$ cat src/playback_ctrl_pkg.sv
// Package with register map, field layout, reset values and timing constants for the playback control bank.
package playback_ctrl_pkg;

   // Register offsets (printed offsets are not multiples of four, so they are indices).
   localparam logic [15:0] IDX_LEFT_LINE_OUT_MUTE   = 16'h4025;
   localparam logic [15:0] IDX_RIGHT_LINE_OUT_MUTE  = 16'h4026;
   localparam logic [15:0] IDX_SPEAKER_OUT_CONTROL  = 16'h4027;
   localparam logic [15:0] IDX_BEEP_ZERO_CROSS_CTRL = 16'h4028;
   localparam logic [15:0] IDX_PLAYBACK_POWER_MGMT  = 16'h4029;
   localparam logic [15:0] IDX_DAC_CONTROL          = 16'h402A;
   localparam logic [15:0] IDX_LEFT_DAC_VOLUME      = 16'h402B;
   localparam logic [15:0] IDX_RIGHT_DAC_VOLUME     = 16'h402C;
   localparam logic [15:0] IDX_BEEP_GAIN_REQUEST    = 16'h4030;
   localparam logic [15:0] IDX_STATUS               = 16'h4031;

   // Field positions.
   localparam int LINE_MUTE_N_BIT = 1;
   localparam int SPK_GAIN_LSB    = 6;
   localparam int SPK_EN_BIT      = 0;
   localparam int ZC_TIMEOUT_LSB  = 3;
   localparam int ZC_EN_BIT       = 0;
   localparam int SPK_BIAS_LSB    = 6;
   localparam int DAC_BIAS_LSB    = 4;
   localparam int BE_BIAS_LSB     = 2;
   localparam int BE_RIGHT_EN_BIT = 1;
   localparam int BE_LEFT_EN_BIT  = 0;
   localparam int MONO_MODE_LSB   = 6;
   localparam int INVERT_BIT      = 5;
   localparam int DEEMPH_BIT      = 2;
   localparam int DAC_EN_LSB      = 0;
   localparam int BEEP_LEFT_LSB   = 0;
   localparam int BEEP_RIGHT_LSB  = 4;
   localparam int BEEP_MONO_LSB   = 8;

   // Masks of writable bits; reserved bits read as zero.
   localparam logic [7:0] MASK_LINE_MUTE = 8'h02;
   localparam logic [7:0] MASK_SPK       = 8'hC1;
   localparam logic [7:0] MASK_ZC        = 8'h19;
   localparam logic [7:0] MASK_POWER     = 8'hFF;
   localparam logic [7:0] MASK_DAC       = 8'hE7;

   // Reset values.
   localparam logic [7:0]  RST_LINE_MUTE = 8'h00;
   localparam logic [7:0]  RST_SPK       = 8'h00;
   localparam logic [7:0]  RST_ZC        = 8'h19;
   localparam logic [7:0]  RST_POWER     = 8'h00;
   localparam logic [7:0]  RST_DAC       = 8'h00;
   localparam logic [7:0]  RST_VOLUME    = 8'h00;
   localparam logic [11:0] RST_BEEP      = 12'h000;

   // Timing.
   localparam int CLK_HZ          = 125_000_000;
   localparam int TIMEOUT_2P5_US  = 2500;
   localparam int TIMEOUT_2P5_CYC = (CLK_HZ / 1000) * TIMEOUT_2P5_US / 1000;

   typedef enum logic [1:0] {
      MONO_STEREO,
      MONO_LEFT,
      MONO_RIGHT,
      MONO_MIX
   } mono_mode_e;

   typedef struct packed {
      logic [1:0] spk_bias;
      logic [1:0] dac_bias;
      logic [1:0] backend_bias;
      logic       backend_right_en;
      logic       backend_left_en;
   } power_ctrl_s;

   typedef struct packed {
      logic [3:0] mono;
      logic [3:0] right;
      logic [3:0] left;
   } beep_gain_s;

endpackage

$ cat src/playback_output_control.sv
// Playback back-end control bank: Wishbone register slave, beep gain zero-cross sync and DAC path.
//
// The Wishbone slave port was decided locally.
`timescale 1ns/1ps

// Summary of operation
// - Left line output passes audio only while its bit 1 is one.
// - Right line output passes audio only while its bit 1 is one.
// - Speaker gain field bits 7:6 select 0, 2, 4 or 6 dB, default 0.
// - Speaker enable bit 0 starts power-up when set, power-down when cleared.
// - Detector timeout bits 4:3 pick 20, 10, 5 or 2.5 ms, reset 2.5.
// - Without a zero crossing before timeout, pending beep gains are forced.
// - Detector enable bit 0 resets to one; when clear, beep gains apply at once.
// - Speaker bias bits 7:6: normal, power saving, enhanced performance.
// - DAC and back-end bias fields: normal, extreme saving, saving, enhanced.
// - Power bit 1 enables right back end, bit 0 the left; both reset off.
// - Mono mode 00 stereo, 01 left to both, 10 right to both.
// - Mono mode 11 feeds half the sum of left and right to both outputs.
// - Invert bit 5 multiplies the DAC output by minus one.
// - De-emphasis bit 2 inserts the filter in the DAC path.
// - DAC enable bits 1:0 switch left and right converters individually.
// - Attenuator code gives 0.375 dB steps from 0 dB to -95.625 dB.
// - Applied attenuation moves one step per audio frame toward the target.
// - With detector on, beep gain applies at next zero crossing or timeout.
module playback_output_control #(
   parameter int SAMPLE_W        = 24,
   parameter int TIMEOUT_2P5_CNT = playback_ctrl_pkg::TIMEOUT_2P5_CYC
) (
   // Clock and reset.
   input  wire logic                            i_ref_clk,
   input  wire logic                            i_sys_rst,
   // Wishbone slave.
   input  wire logic                            i_wb_cyc,
   input  wire logic                            i_wb_stb,
   input  wire logic                            i_wb_we,
   input  wire logic [15:0]                     i_wb_adr,
   input  wire logic [3:0]                      i_wb_sel,
   input  wire logic [31:0]                     i_wb_dat,
   output logic      [31:0]                     o_wb_dat,
   output logic                                 o_wb_ack,
   // Audio stream.
   input  wire logic                            i_frame_tick,
   input  wire logic                            i_beep_zero_cross,
   input  wire logic signed [SAMPLE_W-1:0]      i_dac_left,
   input  wire logic signed [SAMPLE_W-1:0]      i_dac_right,
   output logic signed      [SAMPLE_W-1:0]      o_dac_left,
   output logic signed      [SAMPLE_W-1:0]      o_dac_right,
   // Analog control outputs.
   output logic                                 o_line_left_mute,
   output logic                                 o_line_right_mute,
   output logic      [1:0]                      o_spk_gain,
   output logic                                 o_spk_enable,
   output playback_ctrl_pkg::power_ctrl_s       o_power_ctrl,
   output logic                                 o_deemph_enable,
   output logic                                 o_dac_left_enable,
   output logic                                 o_dac_right_enable,
   output logic      [7:0]                      o_left_atten,
   output logic      [7:0]                      o_right_atten,
   output playback_ctrl_pkg::beep_gain_s        o_beep_gain
);
   import playback_ctrl_pkg::*;

   localparam int TMO_W = $clog2(8 * TIMEOUT_2P5_CNT + 1);

   logic [7:0]  left_line_out_mute;
   logic [7:0]  right_line_out_mute;
   logic [7:0]  speaker_out_control;
   logic [7:0]  beep_zero_cross_control;
   logic [7:0]  playback_power_mgmt;
   logic [7:0]  dac_control;
   logic [7:0]  left_dac_volume;
   logic [7:0]  right_dac_volume;
   beep_gain_s  beep_request;
   logic        beep_pending;
   logic [TMO_W-1:0] tmo_count;
   logic [7:0]  left_applied;
   logic [7:0]  right_applied;

   // Bus decode.
   wire         bus_req    = i_wb_cyc & i_wb_stb & ~o_wb_ack;
   wire         bus_wr     = bus_req & i_wb_we & i_wb_sel[0];
   wire         bus_wr_hi  = bus_req & i_wb_we & i_wb_sel[1];
   wire         sel_lmute  = (i_wb_adr == IDX_LEFT_LINE_OUT_MUTE);
   wire         sel_rmute  = (i_wb_adr == IDX_RIGHT_LINE_OUT_MUTE);
   wire         sel_spk    = (i_wb_adr == IDX_SPEAKER_OUT_CONTROL);
   wire         sel_zc     = (i_wb_adr == IDX_BEEP_ZERO_CROSS_CTRL);
   wire         sel_pwr    = (i_wb_adr == IDX_PLAYBACK_POWER_MGMT);
   wire         sel_dac    = (i_wb_adr == IDX_DAC_CONTROL);
   wire         sel_lvol   = (i_wb_adr == IDX_LEFT_DAC_VOLUME);
   wire         sel_rvol   = (i_wb_adr == IDX_RIGHT_DAC_VOLUME);
   wire         sel_beep   = (i_wb_adr == IDX_BEEP_GAIN_REQUEST);
   wire         sel_stat   = (i_wb_adr == IDX_STATUS);
   wire [7:0]   wr_byte    = i_wb_dat[7:0];
   wire         beep_write = bus_req & i_wb_we & sel_beep & (i_wb_sel[0] | i_wb_sel[1]);
   wire [11:0]  next_beep_req = {bus_wr_hi ? i_wb_dat[11:8] : beep_request[11:8],
                                 bus_wr ? i_wb_dat[7:0] : beep_request[7:0]};

   // Read multiplexer; unmapped addresses read zero and still acknowledge.
   wire [31:0]  rd_data =
      sel_lmute ? {24'h000000, left_line_out_mute} :
      sel_rmute ? {24'h000000, right_line_out_mute} :
      sel_spk   ? {24'h000000, speaker_out_control} :
      sel_zc    ? {24'h000000, beep_zero_cross_control} :
      sel_pwr   ? {24'h000000, playback_power_mgmt} :
      sel_dac   ? {24'h000000, dac_control} :
      sel_lvol  ? {24'h000000, left_dac_volume} :
      sel_rvol  ? {24'h000000, right_dac_volume} :
      sel_beep  ? {20'h00000, beep_request} :
      sel_stat  ? {15'h0000, beep_pending, right_applied, left_applied} :
      32'h00000000;

   // Zero-crossing timeout select: 2.5 ms base scaled by 1, 2, 4 or 8.
   wire [1:0]   tmo_sel   = beep_zero_cross_control[ZC_TIMEOUT_LSB +: 2];
   wire [TMO_W-1:0] tmo_limit =
      (tmo_sel == 2'b11) ? TMO_W'(TIMEOUT_2P5_CNT) :
      (tmo_sel == 2'b10) ? TMO_W'(2 * TIMEOUT_2P5_CNT) :
      (tmo_sel == 2'b01) ? TMO_W'(4 * TIMEOUT_2P5_CNT) :
                           TMO_W'(8 * TIMEOUT_2P5_CNT);
   wire         zc_enable = beep_zero_cross_control[ZC_EN_BIT];
   wire         tmo_hit   = (tmo_count >= tmo_limit - TMO_W'(1));
   wire         beep_apply = beep_pending & (~zc_enable | i_beep_zero_cross | tmo_hit);

   // Attenuator slew, one step per frame toward the latest target.
   wire [7:0]   next_left_applied  = (left_applied < left_dac_volume) ? left_applied + 8'h01 :
                                     (left_applied > left_dac_volume) ? left_applied - 8'h01 :
                                     left_applied;
   wire [7:0]   next_right_applied = (right_applied < right_dac_volume) ? right_applied + 8'h01 :
                                     (right_applied > right_dac_volume) ? right_applied - 8'h01 :
                                     right_applied;

   // DAC routing and polarity; the sum is halved so the mix cannot clip.
   wire signed [SAMPLE_W:0] mix_sum = i_dac_left + i_dac_right;
   wire signed [SAMPLE_W-1:0] mix_half = mix_sum[SAMPLE_W:1];
   wire [1:0]   mono_mode = dac_control[MONO_MODE_LSB +: 2];
   wire signed [SAMPLE_W-1:0] route_left =
      (mono_mode == MONO_RIGHT) ? i_dac_right :
      (mono_mode == MONO_MIX)   ? mix_half : i_dac_left;
   wire signed [SAMPLE_W-1:0] route_right =
      (mono_mode == MONO_LEFT)  ? i_dac_left :
      (mono_mode == MONO_MIX)   ? mix_half : i_dac_right;
   wire         invert    = dac_control[INVERT_BIT];
   wire signed [SAMPLE_W-1:0] next_out_left  = invert ? SAMPLE_W'(-route_left) : route_left;
   wire signed [SAMPLE_W-1:0] next_out_right = invert ? SAMPLE_W'(-route_right) : route_right;

   // Bus slave.
   always_ff @(posedge i_ref_clk or posedge i_sys_rst) begin
      if (i_sys_rst) begin
         o_wb_ack <= 1'b0;
         o_wb_dat <= 32'h00000000;
      end else begin
         o_wb_ack <= bus_req;
         o_wb_dat <= bus_req ? rd_data : 32'h00000000;
      end
   end

   // Control registers.
   always_ff @(posedge i_ref_clk or posedge i_sys_rst) begin
      if (i_sys_rst) begin
         left_line_out_mute      <= RST_LINE_MUTE;
         right_line_out_mute     <= RST_LINE_MUTE;
         speaker_out_control     <= RST_SPK;
         beep_zero_cross_control <= RST_ZC;
         playback_power_mgmt     <= RST_POWER;
         dac_control             <= RST_DAC;
         left_dac_volume         <= RST_VOLUME;
         right_dac_volume        <= RST_VOLUME;
      end else begin
         if (bus_wr & sel_lmute) left_line_out_mute <= wr_byte & MASK_LINE_MUTE;
         if (bus_wr & sel_rmute) right_line_out_mute <= wr_byte & MASK_LINE_MUTE;
         if (bus_wr & sel_spk) speaker_out_control <= wr_byte & MASK_SPK;
         if (bus_wr & sel_zc) beep_zero_cross_control <= wr_byte & MASK_ZC;
         if (bus_wr & sel_pwr) playback_power_mgmt <= wr_byte & MASK_POWER;
         if (bus_wr & sel_dac) dac_control <= wr_byte & MASK_DAC;
         if (bus_wr & sel_lvol) left_dac_volume <= wr_byte;
         if (bus_wr & sel_rvol) right_dac_volume <= wr_byte;
      end
   end

   // Beep gain request and zero-crossing synchroniser.
   always_ff @(posedge i_ref_clk or posedge i_sys_rst) begin
      if (i_sys_rst) begin
         beep_request <= RST_BEEP;
         beep_pending <= 1'b0;
         tmo_count    <= '0;
         o_beep_gain  <= RST_BEEP;
      end else begin
         if (beep_write) begin
            beep_request <= next_beep_req;
            beep_pending <= 1'b1;
            tmo_count    <= '0;
         end else if (beep_apply) begin
            o_beep_gain  <= beep_request;
            beep_pending <= 1'b0;
            tmo_count    <= '0;
         end else if (beep_pending) begin
            tmo_count <= tmo_count + TMO_W'(1);
         end
      end
   end

   // Attenuator slew and DAC sample path.
   always_ff @(posedge i_ref_clk or posedge i_sys_rst) begin
      if (i_sys_rst) begin
         left_applied  <= RST_VOLUME;
         right_applied <= RST_VOLUME;
         o_dac_left    <= '0;
         o_dac_right   <= '0;
      end else begin
         if (i_frame_tick) begin
            left_applied  <= next_left_applied;
            right_applied <= next_right_applied;
            o_dac_left    <= dac_control[DAC_EN_LSB] ? next_out_left : '0;
            o_dac_right   <= dac_control[DAC_EN_LSB + 1] ? next_out_right : '0;
         end
      end
   end

   // Registered control outputs.
   always_ff @(posedge i_ref_clk or posedge i_sys_rst) begin
      if (i_sys_rst) begin
         o_line_left_mute   <= 1'b1;
         o_line_right_mute  <= 1'b1;
         o_spk_gain         <= 2'b00;
         o_spk_enable       <= 1'b0;
         o_power_ctrl       <= '0;
         o_deemph_enable    <= 1'b0;
         o_dac_left_enable  <= 1'b0;
         o_dac_right_enable <= 1'b0;
         o_left_atten       <= RST_VOLUME;
         o_right_atten      <= RST_VOLUME;
      end else begin
         o_line_left_mute   <= ~left_line_out_mute[LINE_MUTE_N_BIT];
         o_line_right_mute  <= ~right_line_out_mute[LINE_MUTE_N_BIT];
         o_spk_gain         <= speaker_out_control[SPK_GAIN_LSB +: 2];
         o_spk_enable       <= speaker_out_control[SPK_EN_BIT];
         o_power_ctrl       <= power_ctrl_s'(playback_power_mgmt);
         o_deemph_enable    <= dac_control[DEEMPH_BIT];
         o_dac_left_enable  <= dac_control[DAC_EN_LSB];
         o_dac_right_enable <= dac_control[DAC_EN_LSB + 1];
         o_left_atten       <= left_applied;
         o_right_atten      <= right_applied;
      end
   end

endmodule

$ cat config.mk
export PLATFORM = sky130hd
export DESIGN_NAME = playback_output_control
export DESIGN_NICKNAME = d
export VERILOG_FILES = /design/src/playback_ctrl_pkg.sv /design/src/playback_output_control.sv
export SDC_FILE = /design/constraint.sdc
export NUM_CORES = 1
export LEC_CHECK = 0
export ABC_AREA = 1
export BUFFER_PORTS_ARGS = -buffer_cell sky130_fd_sc_hd__buf_4
export CORE_UTILIZATION = 54
export CTS_BUF_LIST = sky130_fd_sc_hd__clkbuf_16
export DETAILED_ROUTE_END_ITERATION = 8
export GPL_TIMING_DRIVEN = 0
export PLACE_DENSITY = 0.78
export SETUP_SLACK_MARGIN = 0.02
export SLEW_MARGIN = 20
export SYNTH_ARGS = -nofsm -noshare
export SYNTH_HDL_FRONTEND = slang
export SYNTH_SLANG_ARGS = --single-unit
$ cat constraint.sdc
create_clock -name i_ref_clk -period 7.09 [get_ports i_ref_clk]
set_input_delay 0 -clock i_ref_clk [delete_from_list [all_inputs] [get_ports i_ref_clk]]
set_output_delay 0 -clock i_ref_clk [all_outputs]
set_load 0.02 [all_outputs]
# Yosys cells after proc, flatten, opt, wreduce, memory -nomap -nowiden
# Cells that the tools add are included.
# W data, S select, Z words.
[totals] memories=0 out_inout_bits=125 wordCells=130 input_bits=107 latch_bits=0 mem_bits_rw=0 register_bits=199 mem_bits_ro=0
[classes] n_mul=0 shift=0 n_div=0 order_cmp=5 n_reduce_logical=9 mux=31 eq_ne=16 addsub=9 bitwise=24
[ops] op="$mux W24" count=8
[ops] op="$mux W17" count=11
[ops] op="$eq A16 B15 Y1 const B" count=10
[ops] op="$mux W22" count=6
[ops] op="$neg A24 Y24" count=2
[ops] op="$mux W8" count=4
[ops] op="$add A24 B24 Y25" count=1
[ops] op="$add A22 B1 Y22 const B" count=1
[ops] op="$ge A22 B22 Y1" count=1
[ops] op="$sub A22 B1 Y22 const B" count=1
[ops] op="$add A8 B1 Y8 const B" count=2
[ops] op="$and A1 B1 Y1" count=16
[ops] op="$gt A8 B8 Y1" count=2
[ops] op="$lt A8 B8 Y1" count=2
[ops] op="$sub A8 B1 Y8 const B" count=2
[ops] op="$reduce_and A2 Y1" count=5
[ops] op="$eq A2 B2 Y1 const B" count=4
[ops] op="$reduce_bool A2 Y1" count=3
[ops] op="$not A1 Y1" count=5
[ops] op="$eq A2 B1 Y1 const B" count=2
[ops] op="$or A1 B1 Y1" count=3
[ops] op="$reduce_bool A3 Y1" count=1
[ops] op="$mux W1" count=2

# Longest topological paths before layout
# Gate-level depths: netlist of the first run.
[logic_depth] word_depth=12 depth_mapped=22 ltp_nobuf=21

# Worst setup path after synthesis of the first run
# OpenSTA, ideal clock, no wires.
[synth_timing] kind="flip-flop to flip-flop" startpoint="register right_applied[1]" endpoint="register right_applied[7]" path_stages_with_launch=17 required_ps=6962 setup_time_ps=128 slack_ps=3890 synth_period_minus_slack_ps=3200 t_arrival_ps=3072 n_path_buf=0 cell_sequence="dfrtp_1 ha_1 a21oi_1 nor2_1 a211oi_1 o21ai_0 ha_1 a21oi_1 nand2_1 a21o_1 a21oi_1 nor2_1 nor2_1 o21bai_1 o21ai_0 a21oi_1 xor2_1"
[synth_between] elab_chain_len=3 word_cells_on_any_way=8 cone_classes="add/sub: 2; order compare: 2; mux: 2; reduce/logical: 2"
[synth_lines] item="start: declaration" line_no="playback_output_control.sv:77" text="logic [7:0] right_applied;"
[synth_lines] item="start signal: assignment" line_no="playback_output_control.sv:211" text="right_applied <= next_right_applied;"
[synth_lines] item="$sub A8 B1 Y8 (tied with other cells)" line_no="playback_output_control.sv:128" text="(right_applied > right_dac_volume) ? right_applied - 8'h01 :"
[synth_lines] item="$mux W8 / $reduce_bool A2 Y1 (equally long branches)"
[synth_lines] item="$mux W8 / $reduce_and A2 Y1 (equally long branches)"
# Several ways; a longest one is shown, not always the timed one. The select of a mux whose other input is x is not followed.
# A chain may end at the register's enable or synchronous reset.

# Final worst setup path of the first run
[layout_timing] startpoint="register left_applied[1]" endpoint="register left_applied[7]"
[layout_between] elab_chain_len=3 word_cells_on_any_way=8 cone_classes="add/sub: 2; order compare: 2; mux: 2; reduce/logical: 2"
[layout_lines] item="start: declaration" line_no="playback_output_control.sv:76" text="logic [7:0] left_applied;"
[layout_lines] item="start signal: assignment" line_no="playback_output_control.sv:210" text="left_applied <= next_left_applied;"
[layout_lines] item="$sub A8 B1 Y8 (tied with other cells)" line_no="playback_output_control.sv:125" text="(left_applied > left_dac_volume) ? left_applied - 8'h01 :"
[layout_lines] item="$mux W8 / $reduce_bool A2 Y1 (equally long branches)"
[layout_lines] item="$mux W8 / $reduce_and A2 Y1 (equally long branches)"
# Several ways; a longest one is shown, not always the timed one. The select of a mux whose other input is x is not followed.

==> results of run 1 <==
==> final timing paths <==
check                                                              end  slack, ns  cells after the start
worst max register to register             left_applied[7]$_DFFE_PP0P_       3.32                     17
max in group asynchronous       beep_zero_cross_control[0]$_DFFE_PP1P_       5.91                      4
min in group asynchronous                    o_dac_left[4]$_DFFE_PP0P_       0.22                      3
worst min register to register               o_power_ctrl[5]$_DFF_PP0_       0.41                      0
worst max-delay path                       left_applied[7]$_DFFE_PP0P_       3.32                     17
worst min-delay path                        o_dac_right[1]$_DFFE_PP0P_       0.01                      5
==> what timing repair did <==
item                                   in CTS  in global routing
endpoints found under the hold margin     128                  0
buffers inserted                            0                  0
hold buffers                               19                  0
==> through the flow <==
stage	TNS [ns]	total power, W	utilization, %	cell area, sq um
4_1_cts	0	0.00349	66.4	16200
2_1_floorplan	0	0.00216	-	13500
3_3_place_gp	-78.68	0.00243	63.0	15400
5_1_grt	0	0.00371	66.4	16200
6_report	0	0.00349	66.4	16200
3_5_place_dp	0	0.00250	63.1	15400
==> power by group <==
group	total [W]	internal, W	switching, W	leakage [nW]
clock network	0.000979	0.000479	0.000500	0.295
logic	0.00117	0.000480	0.000688	5.32
registers	0.00134	0.00124	0.000105	2.67
total	0.00349	0.00220	0.00129	8.29
==> registers in the layout, indices dropped and copies added (netlist names), 12 cells and up <==
name / flops
o_dac_left: 24
o_dac_right: 24
tmo_count: 22
o_wb_dat: 17
beep_request: 12
o_beep_gain: 12
==> metal layers <==
metal  up-vias  wire length [microns]
met3        57                   3180
li1       6394                      -
met2       538                  18100
met1      6147                  17800
met4         0                    916
met5         -                      0
==> worst reg2reg max path, cell delays in order, from the launching register on <==
cell,delay [ns]
dfrtp_1,0.48
ha_1,0.34
a21oi_1,0.15
nor2_1,0.05
a211oi_1,0.21
o221ai_1,0.48
ha_1,0.55
nand3_1,0.10
nand3_1,0.08
nand2_1,0.09
nand2_1,0.07
a21oi_1,0.19
nor2_1,0.09
o21ai_0,0.19
nand2_1,0.10
o21ai_0,0.18
a21oi_1,0.09
xor2_1,0.21
==> logic make-up after synthesis <==
| kind of cell | after synthesis |
|---|---|
| simple gates | 875 |
| xor+xnor | 49 |
| flops | 199 |
| mux | 4 |
| other cells | 1 |
| fa+ha+maj | 84 |
| buf+inv | 318 |
| compound gates | 294 |
==> cells in the mapped netlist, types with 22 or more instances <==
library cell | instances | area share, %
a21oi_1 | 74 | 2.8
clkbuf_1 | 22 | 0.61
dfrtp_1 | 194 | 36
ha_1 | 81 | 7.5
inv_1 | 247 | 6.9
nand2_1 | 490 | 14
nand2_2 | 27 | 1.3
nand3_1 | 130 | 4.8
nand4_1 | 22 | 1.0
nor2_1 | 123 | 3.4
o21ai_0 | 122 | 4.5
xor2_1 | 34 | 2.2
==> layout make-up <==
cell class / instances / area (sq um) / area share [%]
Multi-Input combinational cell: 1321 / 7210 / 44.6
Sequential cell: 199 / 4990 / 30.8
Timing Repair Buffer: 214 / 1670 / 10.3
Inverter: 262 / 996 / 6.15
Clock buffer: 17 / 425 / 2.63
Tap cell: 324 / 405 / 2.50
Buffer: 56 / 310 / 1.92
Clock inverter: 15 / 180 / 1.11
==> qor.csv, run 1 <==
metric,value,unit
outcome,"finished, final reports clean",
clk root buf,clkbuf_16,
via density per instance,5.46,
total of max-cap violations,0,
Post-Synth Adder-Cell Area,7.98,%
P per Cell Area,216,nW/um^2
Post-synth ARST share,100,%
Post-Synth Simple-Gate Area,28.9,%
"Reg clk slew, reported paths",0.08,ns
met3 usage,5.27,%
Setup CP Type,reg -> reg,
busiest grt layer,met2,
Max-slew headroom,33.7,%
sequential area share after synthesis,37.1,%
Post-synth top flop,dfrtp_1,
"CP delay by family, top",compound AO/OA/AOI/OAI gates,
synth unique cells,65,
Routed WL per cell,16.6,microns
slowest CP cell,ha_1,
ratio of final minimum period to clock period,53.1,%
#FFs+latches synth,199,
final wirelength,40.0,mm
Clock Skew,0.0154,ns
initial antenna violation count,0,
final hold slack,0.0102,ns
nets,2262,
"Critical Path, Cell by Cell","ha_1, a21oi_1, nor2_1, a211oi_1, o221ai_1, ha_1, nand3_1, nand3_1, nand2_1, nand2_1, a21oi_1, nor2_1, o21ai_0, nand2_1, o21ai_0, a21oi_1, xor2_1",
PortBufs,194,
Avg Inst Size Synth,7.37,sq um
CP Capture Type,flip-flop,
Setup WS pre-CTS,3.41,ns
RR Startpoint,left_applied[1]$_DFFE_PP0P_,
RSZ-0062 raised after global routing,false,
largest stage delay on the critical path,0.54,ns
Num CTS Buffers,17,
DRC,0,
first-pass GRT wire length,64.4,mm
row cnt,57,
most frequent cells in the layout,"nand2_1, inv_1, buf_4, dfrtp_1, nand3_1",
DR vias,13100,
First-pass DRT Iterations,5,
Setup crit start kind,flip-flop,
dpl cells,2357,
clock tree buffer depth,2,
Max Slew Vio Count,0,
Clock Sink Count,199,
YS warnings,0,
area added between synthesis and finish,20.4,%
crit path max fanout,10,
vias in the first global route,12600,
Tmin final,3.77,ns
Top Ports,232,
post-CTS sizing,0,
Mapped Area,13400,sq um
layout cells sized above 1,17.4,%
Post-Layout Cell Count,2408,
Fill cells,2111,
peak supply drop,207,uV
Starting Density,55.1,%
largest family of logic cells by synthesized area,simple AND/OR/NAND/NOR gates,
dpl hpwl,31.1,mm
Post-Synthesis Cells,1824,
CP startpoint,left_applied[1]$_DFFE_PP0P_,
CTS tree,built,
post-route setup slack,3.32,ns
arrival time worst endpoint,4.09,ns
antenna-violating nets left,0,
Final Setup Violations,0,
Die W,160,microns
"Buf+Inv Stages, Crit Path",0,
gpl congestion,0.941,
final hold violation count,0,
fmax,266,MHz
H-tree depth,4,
Synth Area in Compound Gates,12.9,%
Synth Area in XOR/XNOR,3.19,%
M1 GR Usage,44.7,%
clock latency on the worst-skew pair,0.44,ns
grt ovf,0,
mux cell area share after synthesis,0.335,%
met2 usage,50.9,%
Die ar.,25500,sq um
Die H,160,microns
Static Leak,8.29,nW
Worst-Margin Slew,0.995,ns
Hold Path Class,in -> reg,
initial drt markers,1188,
GRT Total Usage,31.9,%
"most common cell after layout, fill and taps aside",nand2_1,
Post-synth EDFFs,0,
Core ar.,24400,sq um
worst hold path startpoint,i_dac_left[1],
largest net degree at the start of global routing,105,
critical path data required time,7.41,ns
n_diodes,0,
No activity file was read; power rests on OpenSTA's default activity.
==> run 2, diff against run 1 <==
--- a/config.mk
+++ b/config.mk
@@ -5,13 +5,13 @@
 export SDC_FILE = /design/constraint.sdc
 export NUM_CORES = 1
 export LEC_CHECK = 0
-export ABC_AREA = 1
+export ABC_AREA = 0
 export BUFFER_PORTS_ARGS = -buffer_cell sky130_fd_sc_hd__buf_4
 export CORE_UTILIZATION = 54
 export CTS_BUF_LIST = sky130_fd_sc_hd__clkbuf_16
 export DETAILED_ROUTE_END_ITERATION = 8
 export GPL_TIMING_DRIVEN = 0
-export PLACE_DENSITY = 0.78
+export PLACE_DENSITY = 0.79
 export SETUP_SLACK_MARGIN = 0.02
 export SLEW_MARGIN = 20
 export SYNTH_ARGS = -nofsm -noshare
==> constraint.sdc (replaced) <==
create_clock -name i_ref_clk -period 3.95 [get_ports i_ref_clk]
set_input_delay 0 -clock i_ref_clk [delete_from_list [all_inputs] [get_ports i_ref_clk]]
set_output_delay 0 -clock i_ref_clk [all_outputs]
set_load 0.02 [all_outputs]
==> run 2 against run 1 <==
  * Register-to-register slack lost 3.1 ns
  * Wire length shrank 3.3%
  * Maximum frequency grew 0.87%
  * Count of clock-buffer cells in the layout is the same
  * Sequential cell count is the same
  * Clock power grew 83%
  * Clock skew grew 0.00058 ns
  * Combinational power grew 32%
  * Non-clock buffer count grew 25
  * Global-route usage grew 0.56 points
  * Area after synthesis shrank 5.6%
  * Via count shrank 11%
==> qor.csv, run 2 <==
metric,value,unit
GRT Total Usage,32.5,%
ratio of final minimum period to clock period,94.5,%
Die W,155,microns
initial antenna violation count,1,
Core ar.,22800,sq um
final wirelength,38.7,mm
Internal,0.00374,W
Num CTS Buffers,17,
critical path data required time,4.28,ns
via density per instance,6.11,
Setup CP Type,reg -> reg,
Setup TNS,0,ns
clock tree buffer depth,2,
PortBufs,193,
first-pass GRT wire length,60.4,mm
final hold violation count,0,
Synth top area share,38.2,%
Die ar.,24100,sq um
gpl congestion,0.963,
Routed WL per cell,20.3,microns
layout cells sized above 1,22.9,%
Worst-Margin Slew,0.966,ns
Final Instance Area,15600,sq um
Regs by FF count,"o_dac_left x24, o_dac_right x24, tmo_count x22",
largest family of logic cells by synthesized area,compound AO/OA/AOI/OAI gates,
Reg2Reg Capture Point,tmo_count[19]$_DFFE_PP0P_,
Post-Layout Cell Count,1907,
Synth Area in Compound Gates,20.4,%
Clock Sink Count,199,
CTS tree,built,
worst min-delay path endpoint,o_dac_right[18]$_DFFE_PP0P_,
"setup slack, reg-to-reg",0.22,ns
arrival time worst endpoint,4.07,ns
RR Startpoint,beep_zero_cross_control[4]$_DFFE_PP1P_,
n_diodes,0,
CP Capture Type,flip-flop,
vias in the first global route,11300,
Hold Path Class,in -> reg,
crit path max fanout,10,
peak supply drop,796,uV
Max-slew headroom,34.7,%
most frequent cells in the layout,"buf_4, dfrtp_1, nand2_1, nor2_1, o21ai_0",
initial drt markers,1084,
#FFs+latches synth,199,
largest net degree at the start of global routing,32,
Static Leak,7.31,nW
DRC,0,
Sw Pwr,0.00195,W
Fill cells,1790,
mux cell area share after synthesis,6.21,%
antenna-violating nets left,0,
Max Slew Vio Count,0,
Die H,155,microns
Post-Synth Adder-Cell Area,8.46,%
"top cells by area, synth","dfrtp_1, ha_1, mux2_2",
clock power share,31.4,%
final hold slack,0.0273,ns
"most common cell after layout, fill and taps aside",buf_4,
Placed Area,14700,sq um
synth unique cells,89,
most frequent cells after synthesis,"dfrtp_1, nand2_1, nor2_1, o21ai_0, ha_1",
largest stage delay on the critical path,0.60,ns
"Buf+Inv Stages, Crit Path",2,
most numerous cell in the Yosys netlist,dfrtp_1,
Synth Area in XOR/XNOR,5.11,%
YS warnings,0,
Post-Synth Simple-Gate Area,16.3,%
Post-synth ARST share,100,%
Setup crit start kind,flip-flop,
row cnt,55,
worst hold path startpoint,i_frame_tick,
nets,1772,
Avg Inst Size Synth,9.57,sq um
Final Setup Violations,0,
Tmin final,3.73,ns
clk root buf,clkbuf_16,
sequential share of power,41.4,%
dpl cells,1854,
"Reg clk slew, reported paths",0.08,ns
dpl hpwl,29.8,mm
Hold Crit Depth,3,
DR vias,11600,
worst reg2reg path depth,12,
slowest CP cell,dfstp_2,
post-synth top area cell,dfrtp_1,
"Critical Path, Cell by Cell","inv_1, ha_2, o41ai_2, ha_1, a21o_1, a211oi_1, o21ai_0, a31oi_1, nor3_1, o21a_1, clkbuf_1, o41ai_1",
Post-synth top flop,dfrtp_1,
Starting Density,55.6,%
RSZ-0062 raised after global routing,false,
Comb power frac,27.2,%
CP startpoint,beep_zero_cross_control[4]$_DFFE_PP1P_,
sequential area share after synthesis,39.3,%
Post-synth EDFFs,0,
clock latency on the worst-skew pair,0.46,ns
Switching Share,34.3,%
area added between synthesis and finish,23.1,%
fmax,268,MHz
First-pass DRT Iterations,7,
Top Ports,232,
grt ovf,0,
Post-Synthesis Cells,1327,
"CP delay by family, top",compound AO/OA/AOI/OAI gates,
P per Cell Area,364,nW/um^2
Final Util,68.4,%
outcome,"finished, final reports clean",
Clock Skew,0.0160,ns
H-tree depth,4,
total of max-cap violations,0,
Mapped Area,12700,sq um
-- run 2: changes by cell type after synthesis, moves of 21 or more --
cell,delta
nand2_1,-386
inv_1,-198
nand3_1,-98
mux2_2,+58
nor2b_1,+45
o21ai_0,-39
nor2_1,-34
o2bb2ai_1,+34
nand2_2,-27
clkbuf_1,+25
xnor2_1,+22
a21o_1,+21
-- run 2: worst reg2reg max path: stages (launching register included) --
cell,delay (ns)
dfstp_2,0.60
inv_1,0.14
ha_2,0.34
o41ai_2,0.36
ha_1,0.31
a21o_1,0.18
a211oi_1,0.23
o21ai_0,0.13
a31oi_1,0.19
nor3_1,0.10
o21a_1,0.34
clkbuf_1,0.28
o41ai_1,0.42
-- run 2: timing repair --
item / in CTS / in global routing
gates resized for setup: 9 / 8
pin swaps: 0 / 0
endpoints found under the hold margin: 120 / 0
endpoints found under the setup margin: 19 / 34
hold buffers: 20 / 0
buffers inserted: 0 / 2
cloned: 0 / 0
-- run 2: per-stage QoR --
| step | worst slack, ns | total power, W |
|---|---|---|
| 3_5_place_dp | -0.323 | 0.00391 |
| 6_report | 0.216 | 0.00569 |
| 4_1_cts | 0.0220 | 0.00570 |
| 5_1_grt | 0.0322 | 0.00597 |
| 2_1_floorplan | 0.551 | 0.00339 |
| 3_3_place_gp | -0.196 | 0.00382 |
-- run 2: cell families (layout without fill, tap and decap cells) --
kind of cell	after synthesis	after routing
mux	71	71
compound gates	369	369
xor+xnor	74	74
buf+inv	126	379
flops	199	199
other cells	1	15
fa+ha+maj	84	84
simple gates	403	403
-- run 2: cell type report --
cell class	count	area [sq um]	share of cell area, %
multi-input cells	1016	7260	46.5
flip-flops and latches	199	4990	31.9
repair buffers	222	1820	11.6
clock buffers	17	425	2.72
well taps	313	392	2.51
plain buffers	73	350	2.24
inverters	52	199	1.27
clock inverters	15	190	1.22
-- run 2: power by group through the flow --
stage / Clock (W) / Sequential, W / Combinational, W
6_report: 0.00179 / 0.00236 / 0.00155
5_1_grt: 0.00189 / 0.00237 / 0.00171
4_1_cts: 0.00181 / 0.00235 / 0.00154
3_5_place_dp: 0 / 0.00239 / 0.00152
3_3_place_gp: 0 / 0.00239 / 0.00143
2_1_floorplan: 0 / 0.00241 / 0.000982
-- run 2: metal layers --
| layer | wire length, microns | GRT usage, % | vias to the layer above |
|---|---|---|---|
| met5 | 12 | 0 | - |
| met4 | 1290 | 12.1 | 2 |
| met3 | 3660 | 7.49 | 99 |
| met2 | 17800 | 51.4 | 596 |
| met1 | 16000 | 43.5 | 5609 |
| li1 | - | - | 5338 |
-- run 2: worst max-delay path by stage --
stage | slack [ns] | end | cells after the start
2_1_floorplan | 0.55 | left_applied[7]$_DFFE_PP0P_ | 17
3_3_place_gp | -0.20 | o_dac_right[20]$_DFFE_PP0P_ | 13
3_5_place_dp | -0.32 | o_dac_right[20]$_DFFE_PP0P_ | 14
4_1_cts | 0.02 | o_dac_right[20]$_DFFE_PP0P_ | 13
5_1_grt | 0.03 | o_beep_gain[8]$_DFFE_PP0P_ | 14
6_report | 0.22 | tmo_count[19]$_DFFE_PP0P_ | 12
==> run 3, diff against run 2 <==
--- a/config.mk
+++ b/config.mk
@@ -12,8 +12,8 @@
 export DETAILED_ROUTE_END_ITERATION = 8
 export GPL_TIMING_DRIVEN = 0
 export PLACE_DENSITY = 0.79
+export REMOVE_ABC_BUFFERS = 1
 export SETUP_SLACK_MARGIN = 0.02
-export SLEW_MARGIN = 20
 export SYNTH_ARGS = -nofsm -noshare
 export SYNTH_HDL_FRONTEND = slang
 export SYNTH_SLANG_ARGS = --single-unit
==> run 3 against run 2 <==
  * Sequential power is essentially flat
  * Critical endpoint is now o_dac_left[23]$_DFFE_PP0P_
  * First-iteration DRC count shrank 13%
  * Via count shrank 4.6%
  * Die area is the same
  * Clock skew shrank 0.0019 ns
  * Count of clock-buffer cells in the layout is the same
==> qor.csv, run 3 (same netlist as run 2, synthesis figures left out) <==
metric,value,unit
final hold violation count,0,
critical path data required time,4.25,ns
grt ovf,0,
PortBufs,194,
"CP delay by family, top",compound AO/OA/AOI/OAI gates,
post-route setup slack,0.201,ns
Starting Density,55.6,%
slowest CP cell,dlygate4sd3_1,
Setup crit start kind,primary input,
Regs by FF count,"o_dac_left x24, o_dac_right x24, tmo_count x22",
Max-slew headroom,13.6,%
largest net degree at the start of global routing,134,
CP startpoint,i_dac_left[0],
Die ar.,24100,sq um
gpl congestion,0.900,
worst hold path startpoint,i_wb_adr[4],
Routed WL per cell,19.4,microns
Clock Skew,0.0140,ns
vias in the first global route,10900,
Fill cells,1834,
RR Startpoint,dac_control[6]$_DFFE_PP0P_,
Setup WS pre-CTS,-0.511,ns
GRT Total Usage,29.8,%
First-pass DRT Iterations,6,
row cnt,55,
final wirelength,35.5,mm
Die H,155,microns
clock tree buffer depth,2,
Top Ports,232,
area added between synthesis and finish,20.0,%
initial antenna violation count,0,
first-pass GRT wire length,56.6,mm
nets,1693,
most frequent cells in the layout,"buf_4, dfrtp_1, nand2_1, nor2_1",
Final Setup Violations,0,
total of max-cap violations,0,
n_diodes,0,
final hold slack,0.0219,ns
Static Leak,7.10,nW
"Critical Path, Cell by Cell","dlygate4sd3_1, buf_4, nand2_1, fa_1, nor2b_4, o311ai_4, a2111oi_4, o21a_1, nor2_1, and4_1, nor3_1, nand3_1, o41ai_2, xor2_1, o2bb2ai_1",
DRC,0,
Hold Path Class,in -> reg,
P per Cell Area,377,nW/um^2
DR vias,11100,
dpl hpwl,25.6,mm
Die W,155,microns
ratio of final minimum period to clock period,94.9,%
"most common cell after layout, fill and taps aside",buf_4,
arrival time worst endpoint,4.05,ns
CP Capture Type,flip-flop,
H-tree depth,4,
Worst-Margin Slew,1.29,ns
"Buf+Inv Stages, Crit Path",2,
Max Slew Vio Count,0,
Tmin final,3.75,ns
RSZ-0062 raised after global routing,false,
"setup slack, reg-to-reg",0.28,ns
fmax,267,MHz
clock latency on the worst-skew pair,0.45,ns
crit path max fanout,4,
outcome,"finished, final reports clean",
peak supply drop,424,uV
CTS tree,built,
largest stage delay on the critical path,0.53,ns
Core ar.,22800,sq um
Clock Sink Count,199,
clk root buf,clkbuf_16,
initial drt markers,944,
via density per instance,6.08,
Setup CP Type,in -> reg,
layout cells sized above 1,22.6,%
antenna-violating nets left,0,
"Reg clk slew, reported paths",0.08,ns
Num CTS Buffers,17,
[run 3: changes by cell type in the layout (fill, tap and decap cells not counted), sizes merged]
cell and delta:
buf -31, clkbuf -48, clkinv -2, clkinvlp -2, inv +4
[run 3: worst paths after layout]
kind                                                 endpoint  cells past startpoint
max                                o_dac_left[23]$_DFFE_PP0P_                     15
min                        right_line_out_mute[1]$_DFFE_PP0P_                      4
max reg2reg                       o_dac_right[20]$_DFFE_PP0P_                     11
min reg2reg                            o_spk_enable$_DFF_PP0_                      0
max in group asynchronous          dac_control[7]$_DFFE_PP0P_                      4
min in group asynchronous         o_dac_left_enable$_DFF_PP0_                      3
[run 3: what timing repair did]
action / 4_1_cts / 5_1_grt
endpoints found under the hold margin: 125 / 0
gates resized for setup: 7 / 11
endpoints found under the setup margin: 32 / 36
hold buffers: 20 / 0
setup buffers: 0 / 1
[run 3: worst reg2reg max path, delay by kind of cell (launching register included)]
family           cells  cell delay, ns
AO/OA/AOI/OAI        4            0.90
XOR/XNOR             1            0.20
flip-flops           1            0.71
AND/OR/NAND/NOR      6            1.71
[run 3: per-layer routing]
layer	global-route usage (%)	wire [microns]	up-vias
met5	0	0	-
met4	10.9	1010	0
met2	48.4	16700	460
li1	-	-	5161
met3	4.54	2380	74
met1	40.4	15300	5417
[run 3: layout make-up]
cell class	count	area, sq um	area share (%)
Multi-Input combinational cell	1016	7290	47.8
Sequential cell	199	4990	32.8
Timing Repair Buffer	216	1710	11.2
Clock buffer	17	425	2.79
Tap cell	313	392	2.57
Clock inverter	15	221	1.45
Inverter	52	203	1.33
[run 3: stage by stage]
| stage | total power (W) | instance area [sq um] | TNS, ns | instances | utilization (%) |
|---|---|---|---|---|---|
| after floorplan | 0.00337 | 12400 | -284.67 | 1267 | - |
| after global placement | 0.00379 | 14300 | -717.77 | 1774 | 62.4 |
| after detailed placement | 0.00385 | 14300 | -5.42 | 1775 | 62.6 |
| after CTS | 0.00574 | 15200 | 0 | 1827 | 66.3 |
| after global routing | 0.00603 | 15200 | 0 | 1828 | 66.7 |
| final | 0.00574 | 15200 | 0 | 1828 | 66.7 |
[run 3: where the power goes]
part           leakage (nW)  switching (W)  internal [W]
logic                  4.12       0.000838      0.000670
clock network         0.308       0.000980      0.000897
registers              2.67       0.000179       0.00218
total                  7.10        0.00200       0.00375
